### config.mk
export PLATFORM = sky130hd
export DESIGN_NAME = fpm_host
export DESIGN_NICKNAME = d
export VERILOG_FILES = /design/src/shared/fpm_pkg.sv /design/src/core/fpm_host.sv
export SDC_FILE = /design/constraint.sdc
export NUM_CORES = 1
export LEC_CHECK = 0
export ABC_AREA = 1
export CORE_UTILIZATION = 50
export CTS_CLUSTER_SIZE = 30
export DETAILED_ROUTE_END_ITERATION = 8
export DONT_BUFFER_PORTS = 1
export PLACE_DENSITY_LB_ADDON = 0.1
export REMOVE_ABC_BUFFERS = 1
export SYNTH_ARGS = -nofsm -noshare
export SYNTH_HDL_FRONTEND = slang
export SYNTH_SLANG_ARGS = --single-unit
### constraint.sdc
create_clock -name pclk -period 2.2 [get_ports pclk]
set_input_delay 0.44 -clock pclk [delete_from_list [all_inputs] [get_ports pclk]]
set_output_delay 0.44 -clock pclk [all_outputs]
set_load 0.03 [all_outputs]
### src/shared/fpm_pkg.sv
// Purpose: constants and types of the flash protection/mode host controller
// Assumes: pclk 125 MHz, 4M x16 parallel flash on the far side
// Notes: counts are whole pclk cycles, rounded up
// Operation
// - host reissues a program or erase cut short by hardware reset, except bypass ones (flagged lost) or one cut between its cycles
// - program needs full three-cycle unlock and command sequence
// - erase needs full six-cycle unlock and command sequence
// - host drives upper data byte to valid levels in guarded sequences
package fpm_pkg;
    localparam int CLK_MHZ = 125;
    localparam int SETUP_NS = 10;
    localparam int WE_LOW_NS = 40;
    localparam int HOLD_NS = 20;
    localparam int READ_CYCLE_TIME_NS = 90;
    localparam int RESET_PULSE_MIN_TIME_NS = 500;
    localparam int RESET_TO_READ_DELAY_NS = 50;
    localparam int ABORT_STATUS_NS = 200;
    localparam logic [7:0] SETUP_CYC = 8'((SETUP_NS * CLK_MHZ + 999) / 1000);
    localparam logic [7:0] WE_CYC = 8'((WE_LOW_NS * CLK_MHZ + 999) / 1000);
    localparam logic [7:0] HOLD_CYC = 8'((HOLD_NS * CLK_MHZ + 999) / 1000);
    localparam logic [7:0] READ_CYC =
        8'((READ_CYCLE_TIME_NS * CLK_MHZ + 999) / 1000);
    localparam logic [7:0] RST_CYC =
        8'((RESET_PULSE_MIN_TIME_NS * CLK_MHZ + 999) / 1000);
    localparam logic [7:0] RHR_CYC =
        8'((RESET_TO_READ_DELAY_NS * CLK_MHZ + 999) / 1000);
    localparam logic [7:0] ABORT_CYC =
        8'((ABORT_STATUS_NS * CLK_MHZ + 999) / 1000);
    localparam logic [7:0] SYNC_CYC = 8'h03;
    // register byte offsets
    localparam logic [7:0] REG_CTRL = 8'h00;
    localparam logic [7:0] REG_ADDR = 8'h04;
    localparam logic [7:0] REG_WDATA = 8'h08;
    localparam logic [7:0] REG_RDATA = 8'h0c;
    localparam logic [7:0] REG_STATUS = 8'h10;
    // control and status fields
    localparam int CTRL_WP_BIT = 8;
    localparam int CTRL_TOP_BIT = 9;
    localparam int CTRL_UNI_BIT = 10;
    localparam int CTRL_SLOCK_BIT = 11;
    localparam int ST_REFUSED_BIT = 4;
    localparam int ST_REDO_BIT = 5;
    localparam int ST_LOST_BIT = 6;
    // operations
    localparam logic [3:0] OP_RAW = 4'h0;
    localparam logic [3:0] OP_READ = 4'h1;
    localparam logic [3:0] OP_PROG = 4'h2;
    localparam logic [3:0] OP_SERASE = 4'h3;
    localparam logic [3:0] OP_CERASE = 4'h4;
    localparam logic [3:0] OP_BENTER = 4'h5;
    localparam logic [3:0] OP_BPROG = 4'h6;
    localparam logic [3:0] OP_BSERASE = 4'h7;
    localparam logic [3:0] OP_BEXIT = 4'h8;
    localparam logic [3:0] OP_QENTER = 4'h9;
    localparam logic [3:0] OP_IDENT = 4'ha;
    localparam logic [3:0] OP_SECENT = 4'hb;
    localparam logic [3:0] OP_EXIT = 4'hc;
    localparam logic [3:0] OP_RESET = 4'hd;
    // command words, upper byte held low
    localparam logic [21:0] A_555 = 22'h000555;
    localparam logic [21:0] A_2AA = 22'h0002aa;
    localparam logic [21:0] A_55 = 22'h000055;
    localparam logic [15:0] D_AA = 16'h00aa;
    localparam logic [15:0] D_55 = 16'h0055;
    localparam logic [15:0] D_PROG = 16'h00a0;
    localparam logic [15:0] D_ERASE = 16'h0080;
    localparam logic [15:0] D_SECT = 16'h0050;
    localparam logic [15:0] D_CHIP = 16'h0010;
    localparam logic [15:0] D_BENTER = 16'h0020;
    localparam logic [15:0] D_BEXIT1 = 16'h0090;
    localparam logic [15:0] D_BEXIT2 = 16'h0000;
    localparam logic [15:0] D_QUERY = 16'h0098;
    localparam logic [15:0] D_IDENT = 16'h0090;
    localparam logic [15:0] D_SECENT = 16'h0088;
    localparam logic [15:0] D_EXIT = 16'h00f0;
    // boot areas and secure ID end
    localparam logic [21:0] BOOT_UNI_BOT_END = 22'h007fff;
    localparam logic [21:0] BOOT_UNI_TOP_BEG = 22'h3f8000;
    localparam logic [21:0] BOOT_NU_BOT_END = 22'h001fff;
    localparam logic [21:0] BOOT_NU_TOP_BEG = 22'h3fe000;
    localparam logic [21:0] SEC_UID_END = 22'h000007;

    typedef enum logic [2:0] {
        ST_IDLE = 3'b000, ST_SETUP = 3'b001, ST_WLOW = 3'b011,
        ST_WHIGH = 3'b010, ST_BUSY = 3'b110, ST_RD = 3'b111,
        ST_RST = 3'b101, ST_RECOV = 3'b100
    } fpm_state_e;

    typedef enum logic [2:0] {
        MD_READ = 3'h0, MD_QUERY = 3'h1, MD_IDENT = 3'h2,
        MD_SEC = 3'h3, MD_BYP = 3'h4
    } fpm_mode_e;

    typedef struct packed {
        logic [21:0] addr;
        logic [15:0] dq_o;
        logic dq_oe;
        logic ce_n;
        logic we_n;
        logic oe_n;
        logic rst_n;
        logic wp_n;
    } fpm_pins_s;

    typedef struct packed {
        logic [21:0] addr;
        logic [15:0] data;
        logic last;
    } fpm_seq_s;
endpackage : fpm_pkg

### src/core/fpm_host.sv
// Purpose: host controller driving the flash write-guard and mode pins
// Assumes: APB slave for software, one clock, zero wait state answers
// Notes: flash pin inputs pass three flops before use
//
// Implementation choices: the register offsets and the APB register port.
module fpm_host (
    input wire logic pclk,
    input wire logic presetn,
    input wire logic psel,
    input wire logic penable,
    input wire logic pwrite,
    input wire logic [7:0] paddr,
    input wire logic [31:0] pwdata,
    output logic [31:0] prdata,
    output logic pready,
    output logic pslverr,
    output fpm_pkg::fpm_pins_s pins,
    input wire logic [15:0] dq_i,
    input wire logic ry_by_n_i
);
    import fpm_pkg::*;

    typedef struct packed {
        fpm_state_e st;
        fpm_mode_e mode;
        fpm_pins_s pins;
        logic [31:0] prdata;
        logic pready;
        logic pslverr;
        logic [3:0] req_op;
        logic go;
        logic wp;
        logic top;
        logic uni;
        logic slock;
        logic [21:0] addr;
        logic [15:0] wdata;
        logic [15:0] rdata;
        logic [3:0] cur_op;
        logic [21:0] cur_addr;
        logic [15:0] cur_data;
        logic [2:0] step;
        logic [7:0] cnt;
        logic refused;
        logic redo;
        logic lost;
        logic redo_pend;
        logic [15:0] dq_s1, dq_s2, dq_s3;
        logic [2:0] rb_s;
    } fpm_state_s;

    fpm_state_s q, d;

    function automatic logic is_pe(input logic [3:0] op);
        return op == OP_PROG || op == OP_SERASE || op == OP_CERASE ||
               op == OP_BPROG || op == OP_BSERASE;
    endfunction : is_pe

    function automatic logic in_boot(input logic [21:0] a,
                                     input logic top, input logic uni);
        if (uni)
            return top ? (a >= BOOT_UNI_TOP_BEG) : (a <= BOOT_UNI_BOT_END);
        else
            return top ? (a >= BOOT_NU_TOP_BEG) : (a <= BOOT_NU_BOT_END);
    endfunction : in_boot

    function automatic fpm_seq_s seq_f(input logic [3:0] op,
                                       input logic [2:0] st,
                                       input logic [21:0] a,
                                       input logic [15:0] dat);
        fpm_seq_s s;
        s.addr = a;
        s.data = dat;
        s.last = 1'b0;
        case (op)
            OP_PROG, OP_IDENT, OP_SECENT, OP_BENTER: begin
                if (st == 3'd0) begin
                    s.addr = A_555;
                    s.data = D_AA;
                end else if (st == 3'd1) begin
                    s.addr = A_2AA;
                    s.data = D_55;
                end else if (st == 3'd2) begin
                    s.addr = A_555;
                    s.data = (op == OP_PROG) ? D_PROG :
                             (op == OP_IDENT) ? D_IDENT :
                             (op == OP_SECENT) ? D_SECENT : D_BENTER;
                    s.last = (op != OP_PROG);
                end else begin
                    s.last = 1'b1;
                end
            end
            OP_SERASE, OP_CERASE: begin
                if (st == 3'd0 || st == 3'd3) begin
                    s.addr = A_555;
                    s.data = D_AA;
                end else if (st == 3'd1 || st == 3'd4) begin
                    s.addr = A_2AA;
                    s.data = D_55;
                end else if (st == 3'd2) begin
                    s.addr = A_555;
                    s.data = D_ERASE;
                end else begin
                    s.addr = (op == OP_CERASE) ? A_555 : a;
                    s.data = (op == OP_CERASE) ? D_CHIP : D_SECT;
                    s.last = 1'b1;
                end
            end
            OP_BPROG, OP_BSERASE, OP_BEXIT: begin
                if (st == 3'd0) begin
                    s.data = (op == OP_BPROG) ? D_PROG :
                             (op == OP_BSERASE) ? D_ERASE : D_BEXIT1;
                end else begin
                    s.data = (op == OP_BPROG) ? dat :
                             (op == OP_BSERASE) ? D_SECT : D_BEXIT2;
                    s.last = 1'b1;
                end
            end
            OP_QENTER: begin
                s.addr = A_55;
                s.data = D_QUERY;
                s.last = 1'b1;
            end
            OP_EXIT: begin
                s.data = D_EXIT;
                s.last = 1'b1;
            end
            default: begin
                s.last = 1'b1;
            end
        endcase
        return s;
    endfunction : seq_f

    function automatic logic refuse_f(input logic [3:0] op,
                                      input fpm_mode_e md,
                                      input logic [21:0] a,
                                      input logic wp, input logic top,
                                      input logic uni, input logic slock);
        logic byp_op;
        logic r;
        byp_op = op == OP_BPROG || op == OP_BSERASE || op == OP_BEXIT;
        r = 1'b0;
        if (is_pe(op) && !wp && (op == OP_CERASE || in_boot(a, top, uni)))
            r = 1'b1;
        if (md == MD_BYP && !byp_op && op != OP_READ && op != OP_RESET)
            r = 1'b1;
        if (md != MD_BYP && byp_op)
            r = 1'b1;
        if (md == MD_SEC && (op == OP_SERASE || op == OP_CERASE ||
                             op == OP_BSERASE))
            r = 1'b1;
        if (md == MD_SEC && (op == OP_PROG || op == OP_BPROG) &&
            (slock || a <= SEC_UID_END))
            r = 1'b1;
        return r;
    endfunction : refuse_f

    fpm_seq_s sq;
    logic acc;
    logic stable_rb;

    always_comb begin
        d = q;
        sq = seq_f(q.cur_op, q.step, q.cur_addr, q.cur_data);
        acc = psel && penable && q.pready;
        stable_rb = q.rb_s[1] == q.rb_s[2];
        d.dq_s1 = dq_i;
        d.dq_s2 = q.dq_s1;
        d.dq_s3 = q.dq_s2;
        d.rb_s = {q.rb_s[1:0], ry_by_n_i};
        d.pins.wp_n = q.wp;
        d.pready = psel && !penable;
        d.pslverr = 1'b0;
        d.prdata = 32'h0000_0000;
        // setup phase decode, answered in the first access cycle
        if (psel && !penable) begin
            if (paddr == REG_CTRL) begin
                d.prdata = {20'h00000, q.slock, q.uni, q.top, q.wp,
                            4'h0, q.req_op};
            end else if (paddr == REG_ADDR) begin
                d.prdata = {10'h000, q.addr};
            end else if (paddr == REG_WDATA) begin
                d.prdata = {16'h0000, q.wdata};
            end else if (paddr == REG_RDATA) begin
                d.prdata = {16'h0000, q.rdata};
            end else if (paddr == REG_STATUS) begin
                d.prdata = {25'h0000000, q.lost, q.redo, q.refused,
                            q.st != ST_IDLE || q.go, q.mode};
            end else begin
                d.pslverr = 1'b1;
            end
        end
        if (acc && pwrite) begin
            if (paddr == REG_CTRL) begin
                d.req_op = pwdata[3:0];
                d.go = 1'b1;
                d.wp = pwdata[CTRL_WP_BIT];
                d.top = pwdata[CTRL_TOP_BIT];
                d.uni = pwdata[CTRL_UNI_BIT];
                d.slock = pwdata[CTRL_SLOCK_BIT];
            end else if (paddr == REG_ADDR) begin
                d.addr = pwdata[21:0];
            end else if (paddr == REG_WDATA) begin
                d.wdata = pwdata[15:0];
            end else if (paddr == REG_STATUS) begin
                // write one to clear; later sets in this process win
                if (pwdata[ST_REFUSED_BIT]) d.refused = 1'b0;
                if (pwdata[ST_REDO_BIT]) d.redo = 1'b0;
                if (pwdata[ST_LOST_BIT]) d.lost = 1'b0;
            end
        end
        if (q.cnt != 8'h00) d.cnt = q.cnt - 8'h01;
        // a reset order preempts whatever runs, except a reset pulse already under way
        if (q.go && q.req_op == OP_RESET && q.st != ST_RST) begin
            d.go = 1'b0;
            d.redo_pend = is_pe(q.cur_op) &&
                (q.st == ST_SETUP || q.st == ST_WLOW ||
                 q.st == ST_WHIGH || q.st == ST_BUSY);
            d.pins = '{addr: q.pins.addr, dq_o: 16'h0000, dq_oe: 1'b0,
                       ce_n: 1'b1, we_n: 1'b1, oe_n: 1'b1, rst_n: 1'b0,
                       wp_n: q.wp};
            d.cnt = RST_CYC;
            d.st = ST_RST;
        end else begin
            case (q.st)
                ST_IDLE: begin
                    if (q.go) begin
                        d.go = 1'b0;
                        if (refuse_f(q.req_op, q.mode, q.addr, q.wp, q.top,
                                     q.uni, q.slock)) begin
                            d.refused = 1'b1;
                        end else begin
                            d.cur_op = q.req_op;
                            d.cur_addr = q.addr;
                            d.cur_data = q.wdata;
                            d.step = 3'd0;
                            if (q.req_op == OP_READ) begin
                                d.pins.addr = q.addr;
                                d.pins.dq_oe = 1'b0;
                                d.pins.ce_n = 1'b0;
                                d.pins.oe_n = 1'b0;
                                d.cnt = READ_CYC + SYNC_CYC;
                                d.st = ST_RD;
                            end else if (q.req_op == OP_EXIT &&
                                         q.mode == MD_READ) begin
                                d.st = ST_IDLE;
                            end else begin
                                d.cnt = SETUP_CYC;
                                d.st = ST_SETUP;
                            end
                        end
                    end
                end
                ST_SETUP: begin
                    // output enable stays high through the whole write
                    d.pins.addr = sq.addr;
                    d.pins.dq_o = sq.data;
                    d.pins.dq_oe = 1'b1;
                    d.pins.oe_n = 1'b1;
                    d.pins.ce_n = 1'b0;
                    d.pins.we_n = 1'b1;
                    if (q.cnt == 8'h00) begin
                        d.pins.we_n = 1'b0;
                        d.cnt = WE_CYC;
                        d.st = ST_WLOW;
                    end
                end
                ST_WLOW: begin
                    if (q.cnt == 8'h00) begin
                        d.pins.we_n = 1'b1;
                        d.cnt = HOLD_CYC;
                        d.st = ST_WHIGH;
                    end
                end
                ST_WHIGH: begin
                    if (q.cnt == 8'h00) begin
                        d.pins.ce_n = 1'b1;
                        d.pins.dq_oe = 1'b0;
                        if (!sq.last) begin
                            d.step = q.step + 3'd1;
                            d.cnt = HOLD_CYC;
                            d.st = ST_RECOV;
                        end else if (is_pe(q.cur_op)) begin
                            d.cnt = ABORT_CYC;
                            d.st = ST_BUSY;
                        end else begin
                            d.cnt = HOLD_CYC;
                            d.st = ST_RECOV;
                            // a stale step would replay the last cycle
                            d.step = 3'd0;
                            case (q.cur_op)
                                OP_QENTER: d.mode = MD_QUERY;
                                OP_IDENT: d.mode = MD_IDENT;
                                OP_SECENT: d.mode = MD_SEC;
                                OP_BENTER: d.mode = MD_BYP;
                                OP_BEXIT: d.mode = MD_READ;
                                OP_EXIT: d.mode = MD_READ;
                                default: d.mode = q.mode;
                            endcase
                        end
                    end
                end
                ST_BUSY: begin
                    // exits are only issued from idle, never while busy
                    if (q.cnt == 8'h00 && stable_rb && q.rb_s[2]) begin
                        d.st = ST_IDLE;
                    end
                end
                ST_RD: begin
                    if (q.cnt == 8'h00 && q.dq_s2 == q.dq_s3) begin
                        d.rdata = q.dq_s3;
                        d.pins.ce_n = 1'b1;
                        d.pins.oe_n = 1'b1;
                        d.cnt = HOLD_CYC;
                        d.st = ST_RECOV;
                    end
                end
                ST_RST: begin
                    if (q.cnt == 8'h00) begin
                        d.pins.rst_n = 1'b1;
                        d.mode = MD_READ;
                        d.step = 3'd0;
                        d.cnt = RHR_CYC;
                        d.st = ST_RECOV;
                    end
                end
                ST_RECOV: begin
                    if (q.cnt == 8'h00) begin
                        if (q.redo_pend) begin
                            // bypass work cannot resume: bypass is gone
                            d.redo_pend = 1'b0;
                            if (q.cur_op == OP_BPROG ||
                                q.cur_op == OP_BSERASE) begin
                                d.lost = 1'b1;
                                d.st = ST_IDLE;
                            end else begin
                                d.redo = 1'b1;
                                d.step = 3'd0;
                                d.cnt = SETUP_CYC;
                                d.st = ST_SETUP;
                            end
                        end else if (q.step != 3'd0) begin
                            d.cnt = SETUP_CYC;
                            d.st = ST_SETUP;
                        end else begin
                            d.st = ST_IDLE;
                        end
                    end
                end
                default: d.st = ST_IDLE;
            endcase
        end
    end

    always_ff @(posedge pclk or negedge presetn) begin
        if (!presetn) begin
            q <= '0;
            q.st <= ST_IDLE;
            q.mode <= MD_READ;
            q.pins <= '{addr: 22'h000000, dq_o: 16'h0000, dq_oe: 1'b0,
                        ce_n: 1'b1, we_n: 1'b1, oe_n: 1'b1, rst_n: 1'b1,
                        wp_n: 1'b0};
            q.rb_s <= 3'b111;
        end else begin
            q <= d;
        end
    end

    assign prdata = q.prdata;
    assign pready = q.pready;
    assign pslverr = q.pslverr;
    assign pins = q.pins;
endmodule : fpm_host

==> flow_summary.yaml, run 1 <==
outcome:
  status: "finished, violations left"
  violations: "hold timing"
power:
  vdd_drop_max_mv: 1.12
  leakagePower_uw: 0.00658
  pwr_density_mw_per_mm2: 1080
synth:
  synth_edf_count: 0
  post_synth_instance_area_mm2: 0.0120
  post_synth.cell_area_avg_um2: 8.39
  ys_seq_elements: 245
  synthFlopType: "dfrtp_1"
  synthesis.instances: 1432
  post_synth_num_cell_types: 47
  synth.yosys.warnings: 0
  ys_seq_area_share_pct: 51.1
  asyncSetResetFlopFracSynth_pct: 100
clocking:
  cts_hold_buffers: 17
  tritoncts_num_sinks: 245
  ctsRootBufferMaster: "clkbuf_16"
  cts_tree: "built"
  clk_latency_ns: 0.55
  cts_inserted_buffers: 28
  clock_path_buffers: 3
  h_tree_levels: 1
  clk_transition_reported_paths_ns: 0.06
sta:
  period_share_pct: 92.2
  slew_viol_final: 0
  tmin_final_ns: 2.03
  worst_slew_pin_slew_ns: 0.708
  timing.final.setup_violations: 0
  finClkSkew_ns: 0.0168
  rsz0062_at_grt: "no"
  fin_worst_hold_slack_ns: -0.407
  clock.fmax_mhz: 493
  report.final.hold_viol_count: 245
  slew_headroom_pct: 52.8
routing:
  wl_per_cell_um: 17.7
  drt_first_iter_violations: 870
  postRouteAntennaNets: 0
  drt-total-wl_um: 31400
  drt_drc_violations_left: 0
  num_vias: 9279
  firstDrtPassIters: 5
  vias_per_cell: 5.23
worst_setup_path:
  worstReg2RegStart: "q[254]$_DFFE_PN0P_"
  worst_setup_path_startpoint: "q[254]$_DFFE_PN0P_"
  timing.critical_path.from_type: "flop"
  worst-endpoint-arrival_ns: 2.45
  critPathCaptureType: "flop"
  required_ns: 2.62
  worstSetupPathType: "flop to flop"
  worst-path-max-fanout: 17
cells_and_area:
  finish.net_count: 1503
  layout.filler_cells: 2217
  utilization_pct: 57.1
  total_area_of_multi_input_combinational_cells_mm2: 0.00448
  drive_gt1_share_pct: 13.5
  finalInstanceArea_mm2: 0.0134
  layout.cells.non_filler: 1774
  seqCellArea_mm2: 0.00614
  area_growth_pct: 11.9
  antenna-diode-count: 0
run:
  max-cap-violations: 0
worst_hold_path:
  worst_hold_path_type: "input port to asynchronous set/reset pin"
grt:
  global_route.overflow_total: 0
  grt_usage_pct: 26.4
  grt_pass1_vias: 9003
  antenna_found_initial: 0
  grt_pass1_wl_um: 49600
  pin_count_of_the_biggest_net_entering_global_routing: 246
floorplanning:
  initial_utilization_pct: 51.0
  design.portCount: 140
  die_y_um: 157
  floorplan.rows: 56
  die_area_mm2: 0.0246
  die_x_um: 157
  core_area_mm2: 0.0235
placed_design:
  placedInstanceArea_mm2: 0.0121
  hpwl_um: 22500
  port_buffers: 0
  placed_cells: 1704
  globalplace.congestion: 0.875
what timing repair did:
item	4_1_cts	5_1_grt
endpoints found under the setup margin	0	46
gates resized for setup	0	22
buffers inserted	0	1
hold endpoints to repair	262	245
worst max-delay path, stage by stage (launching register included):
cell     delay [ns]
dfrtp_2        0.46
nor2_2         0.18
inv_2          0.07
nor2_4         0.14
inv_1          0.18
nor2_2         0.22
nand3_4        0.15
buf_12         0.19
nor2_1         0.23
a21oi_1        0.07
placed cells by master, fill, tap and decap left out, drive strengths merged:
cell type	n
nand3	78
conb	10
o211ai	12
xnor2	1
o2111ai	1
o21ai	147
a31oi	21
o221ai	11
clkinv	6
nand4	16
ha	7
and2	1
buf	62
o21bai	1
inv	172
clkinvlp	5
dfrtp	238
dlygate4sd3	17
xor2	10
dfstp	7
bufinv	6
nor2	135
nand2	361
nand3b	1
mux2	5
o31ai	9
a21oi	47
nor3	21
o22ai	2
nor4	2
or2	4
clkbuf	36
a211oi	3
area by class of cell:
cell class	instances	area share (%)
Clock buffer	35	5.86
Clock inverter	16	1.86
Inverter	173	4.85
Multi-Input combinational cell	906	33.3
Sequential cell	245	45.7
Tap cell	319	2.97
Timing Repair Buffer	80	5.41
where the power goes:
part	internal (uW)	switching (uW)	total [uW]
clock	3240	1900	5140
combinational	1210	2240	3450
sequential	5020	908	5930
final timing paths:
kind	endpoint	slack, ns	cells past startpoint
worst min-delay path	pins[35]$_DFFE_PN0P_	-0.41	0
max in group asynchronous	pins[2]$_DFFE_PN1P_	2.29	0
worst max register to register	q[67]$_DFFE_PN0P_	0.17	9
worst max-delay path	q[67]$_DFFE_PN0P_	0.17	9
worst min register to register	d[4]$_DFF_PN0_	0.34	0
min in group pclk	q[170]$_DFFE_PN0P_	0.01	2
through the flow:
stage	TNS (ns)	total power, uW	setup WS, ns
after floorplan	-16.53	8100	-0.348
after CTS	0	14600	0.0580
after global placement	0	9330	0.103
final	0	14500	0.172
after detailed placement	0	9380	0.0879
after global routing	0	15300	0.00613
cells by family (layout without fill, tap and decap cells):
| kind of cell | count (synthesis) | count (layout) | synth area share, % |
|---|---|---|---|
| xor+xnor | 11 | 11 | 0.802 |
| flops | 245 | 245 | 51.1 |
| mux | 5 | 5 | 0.469 |
| buf+inv | 290 | 304 | 12.2 |
| other cells | 1 | 10 | 0.0312 |
| compound gates | 254 | 254 | 12.1 |
| simple gates | 619 | 619 | 22.5 |
| fa+ha+maj | 7 | 7 | 0.729 |
per-layer routing:
| metal | wire length, um | share of wire, % | up-vias | track usage [%] |
|---|---|---|---|---|
| met5 | 0 | 0 | - | 0 |
| met4 | 846 | 2.7 | 0 | 7.38 |
| met3 | 1880 | 6.0 | 55 | 3.83 |
| met2 | 14000 | 45 | 287 | 41.2 |
| met1 | 14600 | 47 | 4396 | 38.2 |
| li1 | - | - | 4541 | - |
flip-flops by register name (all words and copies together), names as in the netlist:
register and cells:
d 35, pins 44, prdata 22, pready 1, pslverr 1, q 142
synthesized netlist by cell type, types with 10 or more instances:
library cell,count,share of area [%]
buf_4,80,5.0
o211ai_1,12,0.75
nor2_1,119,3.7
clkbuf_1,21,0.66
inv_1,164,5.1
nand4_1,15,0.78
o221ai_1,11,0.80
dfrtp_1,238,50
a21oi_1,45,1.9
nand3_1,69,2.9
nor3_1,20,0.83
a31oi_1,20,1.0
o21ai_0,123,5.1
o21ai_1,21,0.88
nand2_2,11,0.57
nand2_1,348,11
xor2_1,10,0.73
(Power assumes the default switching activity.)
==> inputs of run 2 (changes only) <==
MAX_ROUTING_LAYER = met4   (was unset)
==> flow_summary.yaml, run 2 (same netlist as run 1, synthesis figures left out) <==
routing:
  drt-total-wl_um: 31500
  wl_per_cell_um: 17.7
  drt_first_iter_violations: 968
  vias_per_cell: 5.25
  firstDrtPassIters: 5
  drt_drc_violations_left: 0
  num_vias: 9342
  postRouteAntennaNets: 0
floorplanning:
  initial_utilization_pct: 51.0
  core_area_mm2: 0.0235
  die_x_um: 157
  die_y_um: 157
  die_area_mm2: 0.0246
  floorplan.rows: 56
  design.portCount: 140
power:
  vdd_drop_max_mv: 0.725
  pwr_density_mw_per_mm2: 1050
  leakagePower_uw: 0.00658
  finalPower_uw: 14200
sta:
  finClkSkew_ns: 0.0104
  timing.final.setup_violations: 0
  slew_headroom_pct: 54.1
  clock.fmax_mhz: 479
  fin_worst_hold_slack_ns: -0.396
  period_share_pct: 94.9
  slew_viol_final: 0
  worst_slew_pin_slew_ns: 0.688
  report.final.hold_viol_count: 245
  setup-tns-final_ns: 0
  tmin_final_ns: 2.09
  rsz0062_at_grt: "yes"
outcome:
  status: "finished, violations left"
  violations: "hold timing"
worst_setup_path:
  worstReg2RegStart: "q[55]$_DFF_PN0_"
  worst_setup_path_startpoint: "q[55]$_DFF_PN0_"
  worstSetupPathType: "flop to flop"
  worst-path-max-fanout: 8
  critPathCaptureType: "flop"
  crit_chain: "inv_1 > ha_1 > nand2_1 > nor2_2 > nand3_4 > buf_4 > ha_1 > inv_1 > nand2_1 > nand2_1 > nand2_1 > o22ai_1 > nand2_1"
  required_ns: 2.62
  r2r.worst_path.cells: 13
  worst_r2r_endpoint: "q[55]$_DFF_PN0_"
  timing.critical_path.from_type: "flop"
  slowest_stage: "dfrtp_1"
  critPathMaxStageDelay_ns: 0.40
  ff2ff_setup_slack_ns: 0.11
  crit_end: "q[55]$_DFF_PN0_"
  worst-endpoint-arrival_ns: 2.50
  crit_top_cell: "nand2_1"
cells_and_area:
  commonest_cells_after_routing_fill_and_taps_aside: "nand2_1, dfrtp_1, inv_1"
  largest_register_ff_count: 142
  area_growth_pct: 12.0
  finish.net_count: 1511
  layout.cells.non_filler: 1780
  final_common_cell: "nand2_1"
  top_register: "q"
  drive_gt1_share_pct: 13.9
  utilization_pct: 57.1
  finalInstanceArea_mm2: 0.0134
  antenna-diode-count: 0
run:
  max-cap-violations: 0
clocking:
  clock_path_buffers: 3
  cts_hold_buffers: 17
  h_tree_levels: 1
  ctsRootBufferMaster: "clkbuf_16"
  clk_latency_ns: 0.53
  cts_tree: "built"
  clk_transition_reported_paths_ns: 0.06
  cts_inserted_buffers: 27
  tritoncts_num_sinks: 245
grt:
  pin_count_of_the_biggest_net_entering_global_routing: 246
  grt_pass1_wl_um: 50000
  gr-usage-met2_pct: 41.3
  global_route.usage.met1_pct: 39.2
  antenna_found_initial: 0
  use_met3_pct: 3.94
  global_route.overflow_total: 0
  grt_usage_pct: 27.5
  grt_pass1_vias: 9019
  most_congested_layer_reported_by_global_routing: "met2"
placed_design:
  hpwl_um: 22700
  globalplace.congestion: 0.907
  placed_cells: 1708
  placedInstanceArea_mm2: 0.0122
  port_buffers: 0
worst_hold_path:
  worst_hold_path_type: "input port to asynchronous set/reset pin"
[run 2: routing by layer]
layer	share of wire, %	vias to the layer above
met5	0	-
met4	2.1	0
met3	6.0	46
met2	44	290
met1	48	4452
li1	-	4554
[run 2: worst max-delay path, delay by kind of cell, from the launching register on]
| kind | cells | cell delay (ns) |
|---|---|---|
| AO/OA/AOI/OAI | 1 | 0.11 |
| buffers and inverters | 3 | 0.35 |
| AND/OR/NAND/NOR | 7 | 0.61 |
| flip-flops | 1 | 0.40 |
| adder cells (fa/ha/maj) | 2 | 0.51 |
[run 2: final cells by class]
cell class / count / area (um2)
fillers: 2207 / 10100
clock buffers: 38 / 777
well taps: 319 / 399
repair buffers: 89 / 820
flip-flops and latches: 245 / 6140
multi-input cells: 906 / 4510
inverters: 173 / 656
clock inverters: 10 / 135
[run 2: stage by stage]
step / worst slack, ns / hold WS (ns)
floorplan: -0.348 / 0.144
global placement: 0.0963 / 0.149
detailed placement: 0.0675 / 0.150
CTS: 0.0607 / -0.418
global route: -0.00663 / -0.409
finish: 0.112 / -0.396
[run 2: what timing repair did]
action                                  4_1_cts  5_1_grt
buffers inserted                              0        6
hold endpoints to repair                    262      245
gates resized for setup                       0       32
endpoints found under the setup margin        0       55
[run 2: worst min path at each step]
stage,end,depth (start not counted),start,slack (ns)
finish,pins[40]$_DFFE_PN0P_,0,presetn,-0.40
floorplan,d[10]$_DFF_PN0_,0,presetn,0.14
CTS,q[70]$_DFFE_PN0P_,0,presetn,-0.42
detailed placement,pins[42]$_DFFE_PN0P_,0,presetn,0.15
global route,q[158]$_DFFE_PN0P_,0,presetn,-0.41
global placement,pins[42]$_DFFE_PN0P_,0,presetn,0.15
[run 2: power by group]
part | leakage (uW) | total [uW] | internal, uW | switching [uW]
clock | 0.000436 | 4620 | 2800 | 1820
combinational | 0.00305 | 3610 | 1330 | 2280
sequential | 0.00309 | 5920 | 5020 | 905
==> inputs of run 3 (changes only) <==
ABC_AREA = unset   (was 1)
==> flow_summary.yaml, run 3 <==
synth:
  post_synth_instance_area_mm2: 0.0117
  netlist.area_leader.share_pct: 50.7
  synthesis.instances: 1054
  synth.yosys.warnings: 0
  dominant_cell_type_by_area_after_synthesis: "dfrtp_1"
  netlist_top_cells_count: "dfrtp_1, mux2_2, nor2_1"
  asyncSetResetFlopFracSynth_pct: 100
  synthFlopType: "dfrtp_1"
  post_synth.cell_area_avg_um2: 11.1
  ys_seq_area_share_pct: 52.3
  ys_seq_elements: 245
  post_synth_num_cell_types: 81
  yosys-top-cells-area: "dfrtp_1, mux2_2, buf_4, nor2_1, nand2_1"
  yosysMostFrequentCell: "dfrtp_1"
  synth_edf_count: 0
worst_setup_path:
  worstReg2RegStart: "q[55]$_DFF_PN0_"
  timing.critical_path.from_type: "flop"
  top_delay_family_on_crit_path: "compound AO/OA/AOI/OAI gates"
  worst-path-max-fanout: 4
  r2r.worst_path.cells: 9
  worst-endpoint-arrival_ns: 2.94
  required_ns: 2.62
  slowest_stage: "or4b_4"
  crit_chain: "inv_2 > ha_4 > or4b_4 > buf_4 > a211oi_4 > o32a_1 > a21oi_2 > a221oi_2 > mux2_2"
  worst_r2r_endpoint: "q[252]$_DFFE_PN0P_"
  critPathMaxStageDelay_ns: 0.50
  critPathCaptureType: "flop"
  worstSetupPathType: "flop to flop"
  ff2ff_setup_slack_ns: -0.32
  count_of_buffering_cells_on_the_critical_path_with_inverters_included: 2
cells_and_area:
  layout.cells.non_filler: 1524
  commonest_cells_after_routing_fill_and_taps_aside: "dfrtp_1, buf_4, mux2_2"
  final_common_cell: "dfrtp_1"
  antenna-diode-count: 0
  drive_gt1_share_pct: 40.7
  total_area_of_multi_input_combinational_cells_mm2: 0.00553
  finish.net_count: 1260
  layout.filler_cells: 1842
  area_growth_pct: 28.1
  seqCellArea_mm2: 0.00614
  top_register: "q"
  largest_register_ff_count: 142
grt:
  pin_count_of_the_biggest_net_entering_global_routing: 246
  global_route.usage.met1_pct: 40.3
  most_congested_layer_reported_by_global_routing: "met2"
  antenna_found_initial: 0
  gr-usage-met2_pct: 43.1
  grt_pass1_vias: 8628
  grt_usage_pct: 28.6
  grt_pass1_wl_um: 51100
  use_met3_pct: 4.68
  global_route.overflow_total: 0
sta:
  slew_viol_final: 0
  worst_slew_pin_slew_ns: 0.679
  report.final.hold_viol_count: 238
  finClkSkew_ns: 0.00761
  slew_headroom_pct: 54.7
  period_share_pct: 115
  tmin_final_ns: 2.52
  post-route-worst-setup-slack_ns: -0.320
  fin_worst_hold_slack_ns: -0.388
  timing.final.setup_violations: 86
  rsz0062_at_grt: "yes"
  clock.fmax_mhz: 397
placed_design:
  dp_slack_ns: -0.615
  port_buffers: 0
  hpwl_um: 23000
  globalplace.congestion: 0.942
  placed_cells: 1438
clocking:
  h_tree_levels: 1
  tritoncts_num_sinks: 245
  cts_inserted_buffers: 26
  clk_transition_reported_paths_ns: 0.06
  cts_tree: "built"
  clk_latency_ns: 0.53
  cts_hold_buffers: 18
  clock_path_buffers: 3
  ctsRootBufferMaster: "clkbuf_16"
routing:
  vias_per_cell: 5.81
  drt_drc_violations_left: 0
  postRouteAntennaNets: 0
  drt_first_iter_violations: 573
  num_vias: 8861
  firstDrtPassIters: 4
  drt-total-wl_um: 33600
  wl_per_cell_um: 22.0
power:
  power.switching_uw: 4480
  vdd_drop_max_mv: 0.722
  clock_power_share_pct: 32.1
  power.sequential.fraction_pct: 41.0
  swShare_pct: 33.1
  p_int_uw: 9080
  pwr_density_mw_per_mm2: 902
  comb_power_share_pct: 26.9
  leakagePower_uw: 0.00687
floorplanning:
  die_area_mm2: 0.0241
  initial_utilization_pct: 51.4
  die_x_um: 155
  die_y_um: 155
  core_area_mm2: 0.0228
  design.portCount: 140
  floorplan.rows: 55
outcome:
  status: "finished, violations left"
  violations: "hold timing, setup timing"
worst_hold_path:
  worst_hold_path_type: "input port to asynchronous set/reset pin"
run:
  max-cap-violations: 0
run 3: cell types whose count changed after synthesis, moves of 18 or more:
cell,change
clkbuf_1,+22
o21ai_0,-88
o21ai_1,-18
a221oi_1,+26
nand3_1,-51
mux2_2,+91
nand2_1,-280
nor2_1,-39
inv_1,-149
run 3: worst max path at each step:
stage / depth (start not counted) / to / from / slack (ns)
final: 9 / q[252]$_DFFE_PN0P_ / q[55]$_DFF_PN0_ / -0.32
after global routing: 10 / q[252]$_DFFE_PN0P_ / q[55]$_DFF_PN0_ / -0.42
after CTS: 9 / q[65]$_DFFE_PN0P_ / q[55]$_DFF_PN0_ / -0.30
after detailed placement: 9 / q[252]$_DFFE_PN0P_ / q[55]$_DFF_PN0_ / -0.61
after global placement: 9 / q[252]$_DFFE_PN0P_ / q[55]$_DFF_PN0_ / -0.48
after floorplan: 6 / q[100]$_DFFE_PN0P_ / q[250]$_DFFE_PN0P_ / -1.64
run 3: repair_timing:
item                                   CTS  global route
buffers inserted                        12             9
endpoints found under the hold margin  263           245
setup endpoints to repair              113           112
cloned                                   3             1
pin swaps                               35            48
resized for setup                      104           101
run 3: cell type report:
class / instances / area share (%)
sequential: 245 / 40.9
inverter: 17 / 0.441
multi-input combinational: 668 / 36.8
clock buffer: 38 / 5.17
timing repair buffer: 233 / 13.6
tap: 313 / 2.60
clock inverter: 10 / 0.558
run 3: worst register-to-register path, stage by stage, from the launching register on:
cell and delay [ns]:
dfrtp_1 0.39, inv_2 0.08, ha_4 0.13, or4b_4 0.50
buf_4 0.19, a211oi_4 0.17, o32a_1 0.25, a21oi_2 0.10
a221oi_2 0.24, mux2_2 0.37
run 3: power by group through the flow:
stage               combinational, uW  clock (uW)  sequential [uW]
floorplan                        1560           0             5670
global placement                 3050           0             5620
detailed placement               3050           0             5630
CTS                              3480        4430             5560
global route                     3950        4610             5600
finish                           3650        4360             5560
run 3: routing by layer:
layer  wire length, um  share of wire, %  up-vias
li1                  -                 -     4037
met1             15100                45     4504
met2             15500                46      261
met3              1920               5.7       59
met4               982               2.9        0
met5                 0                 0        -
run 3: stage by stage:
stage	hold slack [ns]	total power [uW]	cell area, um2	util [%]	TNS, ns
2_1_floorplan	0.144	7230	11000	-	-108.92
3_3_place_gp	0.153	8670	12900	56.6	-22.07
3_5_place_dp	0.154	8680	12900	56.6	-24.81
4_1_cts	-0.400	13500	14600	63.9	-11.68
5_1_grt	-0.404	14200	15000	65.8	-18.23
6_report	-0.388	13600	15000	65.8	-11.58
run 3: kinds of logic after synthesis:
group / after synthesis / synth area share, %
and+or+nand+nor: 271 / 11.6
adders and majority gates: 7 / 0.746
other: 1 / 0.0319
muxes: 129 / 12.3
buffers and inverters: 150 / 7.41
xor gates and xnor gates: 20 / 1.49
DFF: 245 / 52.3
AOI/OAI and AO/OA: 231 / 14.1
